===== src/hdl/mst_pkg.sv =====
// constants and types shared by the monitor serial target port
package mst_pkg;
  localparam int CLK_PERIOD_NS = 10;
  // link rates the port is built for
  localparam int FS_MAX_KHZ = 400;
  localparam int HS_MAX_KHZ = 2940;
  // spike suppression widths for the two filter settings
  localparam int FS_SPIKE_NS = 50;
  localparam int HS_SPIKE_NS = 10;
  localparam logic [2:0] FS_FILT_CYC = 3'((FS_SPIKE_NS / CLK_PERIOD_NS > 0) ? FS_SPIKE_NS / CLK_PERIOD_NS : 1);
  localparam logic [2:0] HS_FILT_CYC = 3'((HS_SPIKE_NS / CLK_PERIOD_NS > 0) ? HS_SPIKE_NS / CLK_PERIOD_NS : 1);
  // target address layout
  localparam logic [4:0] ADDR_UPPER_A = 5'h10;
  localparam logic [4:0] ADDR_UPPER_B = 5'h12;
  localparam logic [1:0] SEL_GND = 2'h0;
  localparam logic [1:0] SEL_VS = 2'h1;
  localparam logic [1:0] SEL_SDA = 2'h2;
  localparam logic [1:0] SEL_SCL = 2'h3;
  localparam logic [6:0] GC_ADDR = 7'h00;
  localparam logic [6:0] ARA_ADDR = 7'h0C;
  localparam logic [4:0] HS_CODE_TOP = 5'h01;
  localparam logic [7:0] GC_RESET_BYTE = 8'h06;
  localparam logic [7:0] PTR_RESET = 8'h00;
  localparam logic [3:0] BITS_PER_BYTE = 4'h8;
  localparam logic [7:0] IDLE_BYTE = 8'hFF;

  typedef enum {
    ST_IDLE, ST_ADDR, ST_RX, ST_ACK, ST_TX, ST_TXACK, ST_IGNORE
  } mst_state_t;

  typedef enum {
    K_DEV_WR, K_DEV_RD, K_GC_WR, K_GC_RD, K_ARA
  } mst_kind_t;
endpackage


===== src/hdl/mst_sync.sv =====
// two-flop synchroniser for pin levels
`timescale 1ns/1ns
`default_nettype none
module mst_sync #(
  parameter int WIDTH = 1,
  parameter logic [WIDTH-1:0] RST_VAL = '0
) (
  input wire logic clk,
  input wire logic reset_n,
  input wire logic [WIDTH-1:0] din,
  output logic [WIDTH-1:0] dout
);
  logic [WIDTH-1:0] meta_r;
  logic [WIDTH-1:0] stable_r;

  always_ff @(posedge clk or negedge reset_n) begin
    if (!reset_n) begin
      meta_r <= RST_VAL;
      stable_r <= RST_VAL;
    end else begin
      meta_r <= din;
      stable_r <= meta_r;
    end
  end

  assign dout = stable_r;
endmodule
`default_nettype wire


===== src/hdl/mst_target_port.sv =====
// two-wire target port: addressing, pointer, word transfer, general call, alert response
// Notes on behaviour
// RQ1: target only; open-drain data and clock
// RQ2: fast mode 400 kHz, high speed 2.94 MHz
// RQ3: words travel upper byte then lower byte
// RQ4: controller sends 7-bit address plus direction
// RQ5: select pin sampled again every transaction
// RQ6: address upper bits per variant, low from pin
// RQ7: first written byte loads the pointer
// RQ8: ack address, pointer, and two data bytes
// RQ9: controller ends writes with start or stop
// RQ10: reads use last pointer; pointer-only write valid
// RQ11: upper byte acked, lower byte maybe not
// RQ12: read ends by nack, start, stop; release
// RQ13: pointer held until next write
// RQ14: no packet error codes, no clock stretching
// RQ15: high-speed code not acked, switches filters
// RQ16: repeated start keeps high speed; stop leaves
// RQ17: general call write 06h gives soft reset
// RQ18: general call read starts a conversion
// RQ19: alerting device answers alert query with address
// RQ20: lost arbitration keeps alert line driven
// RQ21: controller avoids writing reserved pointer locations
// RQ22: unmatched address bytes are nacked and ignored
`timescale 1ns/1ns
`default_nettype none
module mst_target_port #(
  parameter bit VARIANT_B = 1'b0
) (
  input wire logic clk,
  input wire logic reset_n,
  input wire logic sclIn,
  output logic sclOut,
  output logic sclOe,
  input wire logic sdaIn,
  output logic sdaOut,
  output logic sdaOe,
  input wire logic addrSelPinIn,
  input wire logic alertActive,
  output logic alertOut,
  output logic alertOe,
  input wire logic [15:0] rdData,
  output logic [7:0] regPtr,
  output logic [15:0] wrData,
  output logic wrStrobe,
  output logic softReset,
  output logic convStart,
  output logic hsMode
);
  import mst_pkg::*;

  logic [2:0] syncOut;
  logic pinS;
  logic [1:0] filt_r, filt_nxt, filtD_r;
  logic [1:0][2:0] fcnt_r, fcnt_nxt;
  logic [2:0] filtLim;
  logic sclF, sdaF, sclRise, sclFall, startDet, stopDet;

  mst_sync #(.WIDTH(3), .RST_VAL(3'h7)) u_sync (
    .clk(clk),
    .reset_n(reset_n),
    .din({addrSelPinIn, sdaIn, sclIn}),
    .dout(syncOut)
  );
  assign pinS = syncOut[2];

  // spike filter; width follows the speed mode
  always_comb begin
    filt_nxt = filt_r;
    fcnt_nxt = fcnt_r;
    filtLim = hsMode ? HS_FILT_CYC : FS_FILT_CYC; // RQ15 RQ16 RQ2
    for (int i = 0; i < 2; i++) begin
      if (syncOut[i] == filt_r[i]) begin
        fcnt_nxt[i] = 3'h0;
      end else if (fcnt_r[i] >= filtLim - 3'h1) begin
        filt_nxt[i] = syncOut[i];
        fcnt_nxt[i] = 3'h0;
      end else begin
        fcnt_nxt[i] = fcnt_r[i] + 3'h1;
      end
    end
  end

  always_ff @(posedge clk or negedge reset_n) begin
    if (!reset_n) begin
      filt_r <= 2'h3;
      filtD_r <= 2'h3;
      fcnt_r <= '0;
    end else begin
      filt_r <= filt_nxt;
      filtD_r <= filt_r;
      fcnt_r <= fcnt_nxt;
    end
  end

  assign sclF = filt_r[0];
  assign sdaF = filt_r[1];
  assign sclRise = sclF & ~filtD_r[0];
  assign sclFall = ~sclF & filtD_r[0];
  assign startDet = sclF & filtD_r[0] & ~sdaF & filtD_r[1];
  assign stopDet = sclF & filtD_r[0] & sdaF & ~filtD_r[1];

  mst_state_t state_r, state_nxt;
  mst_kind_t kind_r, kind_nxt;
  logic [3:0] bitCnt_r, bitCnt_nxt;
  logic [7:0] rxShift_r, rxShift_nxt, txShift_r, txShift_nxt, rdLo_r, rdLo_nxt;
  logic [7:0] regPtr_r, regPtr_nxt;
  logic [15:0] wrData_r, wrData_nxt;
  logic [1:0] byteIdx_r, byteIdx_nxt;
  logic sdaLow_r, sdaLow_nxt, wrStrobe_r, wrStrobe_nxt, softReset_r, softReset_nxt;
  logic convStart_r, convStart_nxt, hsMode_r, hsMode_nxt;
  logic alertLatch_r, alertLatch_nxt, alertActD_r;
  logic pinA_r, pinA_nxt, pinB_r, pinB_nxt, pinC_r, pinC_nxt;
  logic ack, loadPtr, arbLost, araWin, hsEnter;
  logic [1:0] selBits;
  logic [6:0] ownAddr;

  // pin tied to data or clock is told apart by how it tracks them
  always_comb begin
    if (pinA_r && pinB_r) begin
      selBits = SEL_VS;
    end else if (pinA_r) begin
      selBits = SEL_SCL;
    end else if (pinC_r) begin
      selBits = SEL_SDA;
    end else begin
      selBits = SEL_GND;
    end
    ownAddr = {VARIANT_B ? ADDR_UPPER_B : ADDR_UPPER_A, selBits}; // RQ6
  end

  always_comb begin
    state_nxt = state_r;
    kind_nxt = kind_r;
    bitCnt_nxt = bitCnt_r;
    rxShift_nxt = rxShift_r;
    txShift_nxt = txShift_r;
    rdLo_nxt = rdLo_r;
    regPtr_nxt = regPtr_r;
    wrData_nxt = wrData_r;
    byteIdx_nxt = byteIdx_r;
    sdaLow_nxt = sdaLow_r;
    hsMode_nxt = hsMode_r;
    pinA_nxt = pinA_r;
    pinB_nxt = pinB_r;
    pinC_nxt = pinC_r;
    wrStrobe_nxt = 1'b0;
    softReset_nxt = 1'b0;
    convStart_nxt = 1'b0;
    ack = 1'b0;
    loadPtr = 1'b0;
    arbLost = 1'b0;
    araWin = 1'b0;
    hsEnter = 1'b0;
    if (stopDet) begin
      state_nxt = ST_IDLE;
      sdaLow_nxt = 1'b0; // RQ12 RQ9
      hsMode_nxt = 1'b0; // RQ16
    end else if (startDet) begin
      // repeated start also lands here; speed mode is kept
      state_nxt = ST_ADDR; // RQ16 RQ9 RQ12
      bitCnt_nxt = 4'h0;
      sdaLow_nxt = 1'b0;
      pinA_nxt = pinS; // RQ5
    end else begin
      case (state_r)
        ST_ADDR, ST_RX: begin
          if (sclFall && state_r == ST_ADDR && bitCnt_r == 4'h0) begin
            pinB_nxt = pinS; // RQ5
          end
          if (sclRise) begin
            rxShift_nxt = {rxShift_r[6:0], sdaF};
            bitCnt_nxt = bitCnt_r + 4'h1;
            if (state_r == ST_ADDR && bitCnt_r == 4'h0) begin
              pinC_nxt = pinS; // RQ5
            end
          end else if (sclFall && bitCnt_r == BITS_PER_BYTE) begin
            if (state_r == ST_ADDR) begin
              byteIdx_nxt = 2'h0;
              if (rxShift_r[7:1] == ownAddr) begin
                ack = 1'b1; // RQ8
                kind_nxt = rxShift_r[0] ? K_DEV_RD : K_DEV_WR;
                // word captured at address time so both bytes match
                txShift_nxt = rdData[15:8]; // RQ3 RQ10
                rdLo_nxt = rdData[7:0];
              end else if (rxShift_r[7:1] == GC_ADDR) begin
                ack = 1'b1;
                kind_nxt = rxShift_r[0] ? K_GC_RD : K_GC_WR;
                convStart_nxt = rxShift_r[0]; // RQ18
              end else if (rxShift_r[7:1] == ARA_ADDR && rxShift_r[0] && alertLatch_r) begin
                ack = 1'b1; // RQ19
                kind_nxt = K_ARA;
                txShift_nxt = {ownAddr, 1'b0};
              end else if (rxShift_r[7:3] == HS_CODE_TOP) begin
                hsMode_nxt = 1'b1; // RQ15
                hsEnter = 1'b1;
              end
            end else begin
              if (byteIdx_r != 2'h3) begin
                byteIdx_nxt = byteIdx_r + 2'h1;
              end
              if (kind_r == K_DEV_WR) begin
                case (byteIdx_r)
                  2'h0: begin
                    ack = 1'b1; // RQ7 RQ10
                    loadPtr = 1'b1;
                    regPtr_nxt = rxShift_r; // RQ13
                  end
                  2'h1: begin
                    ack = 1'b1; // RQ3 RQ8
                    wrData_nxt[15:8] = rxShift_r;
                  end
                  2'h2: begin
                    ack = 1'b1; // RQ3 RQ8
                    wrData_nxt[7:0] = rxShift_r;
                    wrStrobe_nxt = 1'b1;
                  end
                  default: ack = 1'b0;
                endcase
              end else if (kind_r == K_GC_WR && byteIdx_r == 2'h0 && rxShift_r == GC_RESET_BYTE) begin
                ack = 1'b1; // RQ17
                softReset_nxt = 1'b1;
                regPtr_nxt = PTR_RESET;
              end
            end
            sdaLow_nxt = ack;
            state_nxt = ack ? ST_ACK : ST_IGNORE; // RQ22
          end
        end
        ST_ACK: begin
          if (sclFall) begin
            sdaLow_nxt = 1'b0;
            bitCnt_nxt = 4'h0;
            case (kind_r)
              K_DEV_WR, K_GC_WR: state_nxt = ST_RX;
              K_DEV_RD, K_ARA: begin
                state_nxt = ST_TX;
                sdaLow_nxt = ~txShift_r[7]; // RQ11
              end
              default: state_nxt = ST_IGNORE;
            endcase
          end
        end
        ST_TX: begin
          if (sclRise) begin
            if (!sdaLow_r && !sdaF) begin
              arbLost = 1'b1; // RQ20
              state_nxt = ST_IGNORE;
            end else begin
              bitCnt_nxt = bitCnt_r + 4'h1;
            end
          end else if (sclFall) begin
            if (bitCnt_r == BITS_PER_BYTE) begin
              sdaLow_nxt = 1'b0;
              state_nxt = ST_TXACK;
              araWin = (kind_r == K_ARA); // RQ19
            end else begin
              txShift_nxt = {txShift_r[6:0], 1'b1};
              sdaLow_nxt = ~txShift_r[6];
            end
          end
        end
        ST_TXACK: begin
          if (sclRise) begin
            rxShift_nxt[0] = sdaF;
          end else if (sclFall) begin
            bitCnt_nxt = 4'h0;
            if (kind_r == K_ARA || rxShift_r[0]) begin
              state_nxt = ST_IGNORE; // RQ12
            end else begin
              state_nxt = ST_TX;
              byteIdx_nxt = 2'h1;
              // past the lower byte the line stays released
              txShift_nxt = (byteIdx_r == 2'h0) ? rdLo_r : IDLE_BYTE; // RQ3 RQ11
              sdaLow_nxt = (byteIdx_r == 2'h0) ? ~rdLo_r[7] : 1'b0;
            end
          end
        end
        ST_IDLE, ST_IGNORE: sdaLow_nxt = 1'b0; // RQ22
        default: state_nxt = ST_IDLE;
      endcase
    end
    // a new alert wins over a clear in the same cycle
    alertLatch_nxt = alertLatch_r;
    if (araWin) begin
      alertLatch_nxt = 1'b0;
    end
    if (alertActive && !alertActD_r) begin
      alertLatch_nxt = 1'b1; // RQ20
    end
  end

  always_ff @(posedge clk or negedge reset_n) begin
    if (!reset_n) begin
      state_r <= ST_IDLE;
      kind_r <= K_DEV_WR;
      bitCnt_r <= 4'h0;
      rxShift_r <= 8'h00;
      txShift_r <= IDLE_BYTE;
      rdLo_r <= 8'h00;
      regPtr_r <= PTR_RESET;
      wrData_r <= 16'h0000;
      byteIdx_r <= 2'h0;
      sdaLow_r <= 1'b0;
      wrStrobe_r <= 1'b0;
      softReset_r <= 1'b0;
      convStart_r <= 1'b0;
      hsMode_r <= 1'b0;
      alertLatch_r <= 1'b0;
      alertActD_r <= 1'b0;
      pinA_r <= 1'b0;
      pinB_r <= 1'b0;
      pinC_r <= 1'b0;
    end else begin
      state_r <= state_nxt;
      kind_r <= kind_nxt;
      bitCnt_r <= bitCnt_nxt;
      rxShift_r <= rxShift_nxt;
      txShift_r <= txShift_nxt;
      rdLo_r <= rdLo_nxt;
      regPtr_r <= regPtr_nxt;
      wrData_r <= wrData_nxt;
      byteIdx_r <= byteIdx_nxt;
      sdaLow_r <= sdaLow_nxt;
      wrStrobe_r <= wrStrobe_nxt;
      softReset_r <= softReset_nxt;
      convStart_r <= convStart_nxt;
      hsMode_r <= hsMode_nxt;
      alertLatch_r <= alertLatch_nxt;
      alertActD_r <= alertActive;
      pinA_r <= pinA_nxt;
      pinB_r <= pinB_nxt;
      pinC_r <= pinC_nxt;
    end
  end

  // clock line is never pulled: no stretching, never a controller
  assign sclOut = 1'b0;
  assign sclOe = 1'b0; // RQ1 RQ14
  assign sdaOut = 1'b0;
  assign sdaOe = sdaLow_r; // RQ1
  assign alertOut = 1'b0;
  assign alertOe = alertLatch_r;
  assign regPtr = regPtr_r;
  assign wrData = wrData_r;
  assign wrStrobe = wrStrobe_r;
  assign softReset = softReset_r;
  assign convStart = convStart_r;
  assign hsMode = hsMode_r;

  property p_no_scl_drive;
    @(posedge clk) disable iff (!reset_n)
    sclOe == 1'b0;
  endproperty
  a_no_scl_drive: assert property (p_no_scl_drive) else $error("clock line driven"); // RQ14

  property p_ptr_load;
    @(posedge clk) disable iff (!reset_n)
    (state_r == ST_RX && kind_r == K_DEV_WR && byteIdx_r == 2'h0 && sclFall && bitCnt_r == BITS_PER_BYTE
      && !startDet && !stopDet) |=> (regPtr == $past(rxShift_r)) && sdaOe;
  endproperty
  a_ptr_load: assert property (p_ptr_load) else $error("pointer byte not loaded and acked"); // RQ7

  property p_ptr_hold;
    @(posedge clk) disable iff (!reset_n)
    (!loadPtr && !softReset_nxt) |=> $stable(regPtr);
  endproperty
  a_ptr_hold: assert property (p_ptr_hold) else $error("pointer changed without a write"); // RQ13

  property p_wr_ack;
    @(posedge clk) disable iff (!reset_n)
    wrStrobe |-> sdaOe && state_r == ST_ACK && byteIdx_r == 2'h3;
  endproperty
  a_wr_ack: assert property (p_wr_ack) else $error("lower data byte not acked at strobe"); // RQ8

  property p_own_ack;
    @(posedge clk) disable iff (!reset_n)
    (state_r == ST_ADDR && sclFall && bitCnt_r == BITS_PER_BYTE && rxShift_r[7:1] == ownAddr
      && !startDet && !stopDet) |=> sdaOe && state_r == ST_ACK;
  endproperty
  a_own_ack: assert property (p_own_ack) else $error("own address not acked"); // RQ6

  property p_hs_nack;
    @(posedge clk) disable iff (!reset_n)
    hsEnter |=> (!sdaOe && hsMode) [*2];
  endproperty
  a_hs_nack: assert property (p_hs_nack) else $error("high-speed code acked or mode not set"); // RQ15

  property p_hs_stop;
    @(posedge clk) disable iff (!reset_n)
    stopDet |=> !hsMode && !sdaOe && state_r == ST_IDLE;
  endproperty
  a_hs_stop: assert property (p_hs_stop) else $error("stop did not end high-speed mode"); // RQ16

  property p_gc_reset;
    @(posedge clk) disable iff (!reset_n)
    softReset |-> $past(rxShift_r) == GC_RESET_BYTE && $past(kind_r == K_GC_WR) && regPtr == PTR_RESET;
  endproperty
  a_gc_reset: assert property (p_gc_reset) else $error("soft reset without reset command"); // RQ17

  property p_conv_start;
    @(posedge clk) disable iff (!reset_n)
    convStart |-> $past(rxShift_r) == {GC_ADDR, 1'b1} && sdaOe;
  endproperty
  a_conv_start: assert property (p_conv_start) else $error("conversion start without general call read"); // RQ18

  property p_arb_lost;
    @(posedge clk) disable iff (!reset_n)
    (arbLost && kind_r == K_ARA) |=> !sdaOe && alertOe;
  endproperty
  a_arb_lost: assert property (p_arb_lost) else $error("lost arbitration but alert released"); // RQ20

  property p_ignore_release;
    @(posedge clk) disable iff (!reset_n)
    (state_r == ST_IGNORE) |-> !sdaOe;
  endproperty
  a_ignore_release: assert property (p_ignore_release) else $error("data line driven while ignoring"); // RQ22
endmodule
`default_nettype wire


===== config.mk =====
export PLATFORM = sky130hd
export DESIGN_NAME = mst_target_port
export DESIGN_NICKNAME = d
export VERILOG_FILES = /design/src/hdl/mst_pkg.sv /design/src/hdl/mst_sync.sv /design/src/hdl/mst_target_port.sv
export SDC_FILE = /design/constraint.sdc
export NUM_CORES = 1
export LEC_CHECK = 0
export BUFFER_PORTS_ARGS = -buffer_cell sky130_fd_sc_hd__buf_2
export CAP_MARGIN = 20
export CORE_ASPECT_RATIO = 2
export CORE_MARGIN = 10
export CORE_UTILIZATION = 37
export CTS_CLUSTER_DIAMETER = 60
export DETAILED_ROUTE_END_ITERATION = 7
export GPL_TIMING_DRIVEN = 1
export PLACE_DENSITY = 0.66
export SYNTH_ARGS = -nofsm -noshare
export SYNTH_HDL_FRONTEND = slang
export SYNTH_SLANG_ARGS = --single-unit

===== constraint.sdc =====
create_clock -name clk -period 6.4 [get_ports clk]
set_input_delay 0.96 -clock clk [delete_from_list [all_inputs] [get_ports clk]]
set_output_delay 0.96 -clock clk [all_outputs]
set_load 0.05 [all_outputs]

Word-level counts from Yosys, hierarchy flattened

Cells that the tools add are included.
W data, S select, Z words.

Bits in read-only memories: 0
Register bits: 144
Memory bits (writable): 0
Output and inout port bits: 34
Memories kept: 0
Bits in latches: 0
Bits of input ports: 22
Word-level logic and storage cells: 298

Add/sub/neg operators: 5
Div/mod/pow operators: 0
Multiply operators: 0
Reduce and logical (&&, ||, !) cells: 55
Muxes and demuxes: 130
Bitwise gates (word level): 20
Magnitude comparators: 2
Shift operators: 0
Equal/unequal tests: 58

Operators with widths:

| operator              | count |
|---|---|
| $mux W32              | 14 |
| $eq A32 B3 Y1 const B | 5 |
| $pmux W32 S5          | 1 |
| $eq A32 B2 Y1 const B | 4 |
| $mux W8               | 16 |
| $logic_not A32 Y1     | 3 |
| $mux W1               | 70 |
| $eq A32 B1 Y1 const B | 2 |
| $reduce_and A9 Y1     | 4 |
| $eq A32 B4 Y1 const B | 1 |
| $ne A4 B4 Y1 const B  | 8 |
| $ne A2 B2 Y1 const B  | 15 |
| $mux W4               | 6 |
| $ne A3 B3 Y1 const B  | 8 |
| $pmux W8 S3           | 1 |
| $reduce_and A8 Y1     | 3 |
| $mux W2               | 11 |
| $mux W3               | 6 |
| $pmux W4 S4           | 1 |
| $ne A5 B5 Y1 const B  | 3 |
| $reduce_and A14 Y1    | 1 |
| $reduce_and A7 Y1     | 2 |
| $reduce_bool A2 Y1    | 7 |
| $not A1 Y1            | 13 |
| other kinds (34)      | 65 |

Logic depth before layout (Yosys ltp)

Depth after elaboration: 18
Mapped depth: 10
Gate-level depth less buffers: 8

By module

Synthesis repeated with hierarchy kept, for this count alone.

Cells, all modules: 414
Area, all modules: 4,570.6 um2

Modules (own cells, without submodules):

| module          | seq. area each (um2) | times used | cells each | area an instance (um2) |
|---|---|---|---|---|
| mst_target_port | 2,016.9              | 1          | 408        | 4,413.0 |
| mst_sync        | 157.7                | 1          | 6          | 157.7 |

Worst setup path after synthesis

OpenSTA, ideal clock, no wires.

Path type: reg2reg
Start: register filt_r[1]
End: register regPtr_r[7], in the netlist regPtr[7]
Library setup time: 0.121 ns
Path buffers: 2
Stages on the path, launching flop included: 9
Period minus slack after synthesis: 2.440 ns
Path slack: 3.960 ns
Arrival: 2.319 ns
Required time: 6.279 ns
Path through: dfstp_2 > clkbuf_1 > xor2_1 > a2111o_1 > nor4b_2 > and2_1 > buf_2 > nor2_1 > a22o_2

Cells in the longest elaborated chain, start to end: 5
Elaborated cells on any way between the ends: 8
Those cells by class: bitwise (7); reduce/logical (1)

RTL lines:

| element                                | line                   | text |
|---|---|---|
| start: declaration                     | mst_target_port.sv:54  | `logic [1:0] filt_r, filt_nxt, filtD_r;` |
| start signal: assignment               | mst_target_port.sv:90  | `filt_r <= filt_nxt;` |
| $not A1 Y1                             | mst_target_port.sv:100 | `assign startDet = sclF & filtD_r[0] & ~sdaF & filtD_r[1];` |
| $and A1 B1 Y1 (2 in a row)             | mst_target_port.sv:100 |  |
| $not A1 Y1 (no source line)            | n/a                    |  |
| $reduce_and A8 Y1 (no source line) (*) | n/a                    |  |
| end signal: assignment                 | mst_target_port.sv:321 | `regPtr_r <= regPtr_nxt;` |
| end: declaration                       | mst_target_port.sv:107 | `logic [7:0] regPtr_r, regPtr_nxt;` |

Every way passes the cells marked *; elsewhere a longest branch is shown, timed or not.
A chain may end at the register's enable or synchronous reset.

Final worst setup path

Start: register state_r[1]
End: register pinB_r

Cells in the longest elaborated chain, start to end: 4
Elaborated cells on any way between the ends: 7
Those cells by class: eq/ne (3); reduce/logical (4)

RTL lines:

| element                                | line                   | text |
|---|---|---|
| start: declaration                     | mst_target_port.sv:103 | `mst_state_t state_r, state_nxt;` |
| start signal: assignment               | mst_target_port.sv:315 | `state_r <= state_nxt;` |
| $eq A32 B2 Y1                          | mst_target_port.sv:168 | `if (sclFall && state_r == ST_ADDR && bitCnt_r == 4'h0) begin` |
| $logic_and A1 B1 Y1 (2 in a row)       | mst_target_port.sv:168 |  |
| $reduce_and A4 Y1 (no source line) (*) | n/a                    |  |
| end signal: assignment                 | mst_target_port.sv:332 | `pinB_r <= pinB_nxt;` |
| end: declaration                       | mst_target_port.sv:113 | `logic pinA_r, pinA_nxt, pinB_r, pinB_nxt, pinC_r, pinC_nxt;` |

Marks and branches as above.

==> run summary <==
## CTS
- 3 — H-tree depth reported by CTS
- 0.07 ns — clock slew seen by the registers of the worst setup and hold paths
- 0 — number of setup buffers added after CTS
- 86 — CTS sink count
- 0 — count of cells resized by post-cts repair
- sky130_fd_sc_hd__clkbuf_16 — CTS Root Buffer Type
- 9 — number of CTS-inserted buffers
- 0.34 ns — source-to-sink clock delay at the later pin of the worst-skew pair
- 0 — Post-CTS Hold Buffers
- done — TritonCTS clock tree
- 2 — Max clock buf depth

## Power and ir drop
- 44.0% — part of the power in registers
- 1.048 mW — Internal Dissipation
- 29.43% — Net Sw Frac
- 173.2 uV — IR drop worst, VDD
- 18.8% — logic gate share of total power
- 2.425 nW — Lkg Pwr
- 296.1 nW/um2 — Power Dens Cells
- 37.3% — clock network fraction of total power
- 0.4372 mW — net switching power of the design

## Logic synthesis
- 86 — Yosys reg bits
- 396 — synthesized instance count
- 39.07% — Synth top area share
- 68 x sky130_fd_sc_hd__dfrtp_1, 34 x sky130_fd_sc_hd__mux2_2, 28 x sky130_fd_sc_hd__nand2_1, 23 x sky130_fd_sc_hd__o21ai_0 — most numerous cell types in the synthesized netlist
- 67 — count of unique library cells instantiated by Yosys
- sky130_fd_sc_hd__dfrtp_1 — predominant post-synthesis flop cell
- 0 — number of warnings issued by yosys
- 0 — number of enable-type register cells in the synthesized netlist
- 11.00 um2 — Post-Synthesis Mean Instance Area
- 49.93% — part of the Yosys area used for sequential elements
- sky130_fd_sc_hd__dfrtp_1 — most frequently used cell type in the post-synthesis netlist
- sky130_fd_sc_hd__dfrtp_1 — leading area contributor after synthesis
- 4355 um2 — summed instance area of the synthesized netlist
- sky130_fd_sc_hd__dfrtp_1 39%, sky130_fd_sc_hd__dfstp_2 11%, sky130_fd_sc_hd__mux2_2 8.8% — top area cells in the synthesized netlist
- 100.0% — asr flop ratio synth

## Final layout
- 31.83% — fraction of final layout cells with drive strength greater than 1
- 43.13% — Core Util, Final
- 0 — Antenna Diode Count
- 1,140 — Fillers
- 1991 um2 — combined area of the multi-input logic cells
- 471 — final net count
- 2175 um2 — sequential cell area
- 15.17% — layout-stage area growth over the synthesis result

## STA
- 0.006995 ns — Worst Clk Skew
- 0 ns — accumulated negative setup slack
- 2.929 ns — post-layout min period
- 0 — Hold Fails Final Rpt
- 45.76% — post-route clock period utilization
- 0.3415 GHz — maximum achievable frequency
- 0.9628 ns — slew at the pin closest to its max-slew limit
- no — RSZ-0062 raised after global routing
- 0 — final number of setup-violating endpoints
- 35.81% — relative slew slack
- 0 — final slew viol count

## Critical path
- 6.63 ns — required time at the worst-slack endpoint
- flop — kind of end point of the critical path
- flop to flop — type of the worst setup path
- 3.16 ns — data arrival time of the critical path
- simple AND/OR/NAND/NOR gates — cell class contributing the biggest share of worst-path delay
- sky130_fd_sc_hd__nor4b_1 — Crit-path slowest cell
- 0.80 ns — Slowest Stage Delay on Critical Path
- 0 — buffers plus inverters on the worst setup path
- nand2b_1, nand2b_1, nor4b_1, nand3_1, mux2_2 — ordered cell list for the critical path
- sky130_fd_sc_hd__nand2b_1 — Most Frequent Cell on Critical Path
- 23 — maximum fanout along the worst path
- flop — startpoint type of the worst setup path

## Floorplanning
- 56 — number of top-level design ports
- 56 — number of placement rows
- 16,770 um2 — overall die area
- 11,630 um2 — core area
- 37.45% — starting utilization of the core area
- 96.72 um — DIE WIDTH
- 173.4 um — die height

## GRT
- 3,399 — number of global-route vias before repair
- 13.26% — Total GRT Usage
- 0 — number of antenna violations at the first check in global routing
- 77 — maximum number of pins on one net before global-route repair
- 0 — total congestion overflow
- 18,160 um — global-route wire length before repair

## Route
- 4 — first-pass detailed-route iteration total
- 5.563 — via-per-instance ratio
- 0 — residual antenna-violating net count after detailed routing
- 222 — detailed router's first-iteration violation count
- 0 — number of DRC violations after detailed routing
- 18.90 um — Avg WL per Cell
- 11,110 um — wirelength, routed
- 3,271 — vias post-DR

## Placed design
- 51 — number of buffer cells added on primary ports
- 8412 um — placed wire-length estimate after detailed placement
- 0.9220 — final weighted congestion of routability-driven global placement

## Run status
- finished, final reports clean — outcome

## Job
- 0 — total of max-cap violations

## Min path
- flop to flop — worst hold path type

## power groups by stage
| stage | sequential, mW | combinational [mW] | clock [mW] |
|---|---|---|---|
| 2_1_floorplan | 0.643 | 0.217 | 0 |
| 3_3_place_gp | 0.658 | 0.272 | 0 |
| 3_5_place_dp | 0.663 | 0.278 | 0 |
| 4_1_cts | 0.653 | 0.280 | 0.565 |
| 5_1_grt | 0.661 | 0.311 | 0.584 |
| 6_report | 0.653 | 0.279 | 0.553 |
## flip-flops by register name, indices dropped and copies added, names as in the netlist, 2 cells and up
signal         cells
rxShift_r          8
filt_r             2
wrData            16
bitCnt_r           4
byteIdx_r          2
rdLo_r             8
txShift_r          8
kind_r             3
state_r            3
fcnt_r             6
regPtr             8
u_sync.dout        3
u_sync.meta_r      3
filtD_r            2
## metal layers
layer  wire (um)  global-route usage (%)  part of all wire (%)
met1        4106                   13.71                    37
met2        5910                   22.87                    53
met3         558                   3.194                   5.0
met4         537                   9.147                   4.8
met5           0                       0                     0
## worst paths after layout
path,start,end,slack [ns],cells after the start
max in group asynchronous,reset_n,rdLo_r[6]$_DFFE_PN0P_,4.79,2
min reg2reg,u_sync.meta_r[1]$_DFF_PN1_,u_sync.dout[1]$_DFF_PN1_,0.36,0
min,u_sync.meta_r[1]$_DFF_PN1_,u_sync.dout[1]$_DFF_PN1_,0.36,0
max,state_r[1]$_DFFE_PN0P_,pinB_r$_DFFE_PN0P_,3.47,5
max reg2reg,state_r[1]$_DFFE_PN0P_,pinB_r$_DFFE_PN0P_,3.47,5
min in group asynchronous,reset_n,fcnt_r[2]$_DFF_PN0_,0.43,1
## logic make-up (layout without fill, tap and decap cells)
kind of cell | after synthesis | in the layout | synth area share, %
muxes | 48 | 48 | 12.93
buffers and inverters | 44 | 88 | 4.625
and+or+nand+nor | 115 | 115 | 14.68
other | 1 | 4 | 0.08610
DFF | 86 | 86 | 49.93
xor gates and xnor gates | 4 | 4 | 0.8045
AOI/OAI and AO/OA | 87 | 87 | 13.79
adders and majority gates | 11 | 11 | 3.160
## per-stage QoR
step / cells / area (um2) / hold slack, ns / worst slack [ns] / power (mW)
after global routing: 588 / 5016 / 0.3599 / 3.288 / 1.557
after detailed placement: 572 / 4698 / 0.3476 / 3.498 / 0.9406
final: 588 / 5016 / 0.3554 / 3.471 / 1.485
after CTS: 588 / 5016 / 0.3566 / 3.495 / 1.498
after global placement: 572 / 4698 / 0.3461 / 3.558 / 0.9299
after floorplan: 399 / 4367 / 0.3452 / 3.960 / 0.8601
## final cells by class
class	instances	share of cell area, %
Inverter	17	1.272
Clock inverter	5	1.297
Multi-Input combinational cell	269	39.69
Clock buffer	11	5.039
Timing Repair Buffer	55	5.737
Sequential cell	86	43.35
Tap cell	145	3.617
## placed cells by master, fill, tap and decap left out, types with 6 or more instances in the layout
master,instances
sky130_fd_sc_hd__buf_2,50
sky130_fd_sc_hd__nor3_1,10
sky130_fd_sc_hd__nor4_1,6
sky130_fd_sc_hd__nor2_1,18
sky130_fd_sc_hd__o21ai_0,23
sky130_fd_sc_hd__nand2b_1,7
sky130_fd_sc_hd__ha_1,11
sky130_fd_sc_hd__mux2_4,8
sky130_fd_sc_hd__mux2_2,34
sky130_fd_sc_hd__mux2i_1,6
sky130_fd_sc_hd__o22ai_1,7
sky130_fd_sc_hd__a21oi_1,10
sky130_fd_sc_hd__inv_1,17
sky130_fd_sc_hd__nand3_1,6
sky130_fd_sc_hd__nand2_1,28
sky130_fd_sc_hd__dfstp_2,18
sky130_fd_sc_hd__and2_1,8
sky130_fd_sc_hd__dfrtp_1,68
sky130_fd_sc_hd__clkbuf_16,9
sky130_fd_sc_hd__a22o_1,8
## worst register-to-register path, stage by stage, from the launching register on
cell	delay, ns
sky130_fd_sc_hd__dfrtp_1	0.62
sky130_fd_sc_hd__nand2b_1	0.40
sky130_fd_sc_hd__nand2b_1	0.33
sky130_fd_sc_hd__nor4b_1	0.80
sky130_fd_sc_hd__nand3_1	0.32
sky130_fd_sc_hd__mux2_2	0.34
Power figures use the tool's default switching activity.
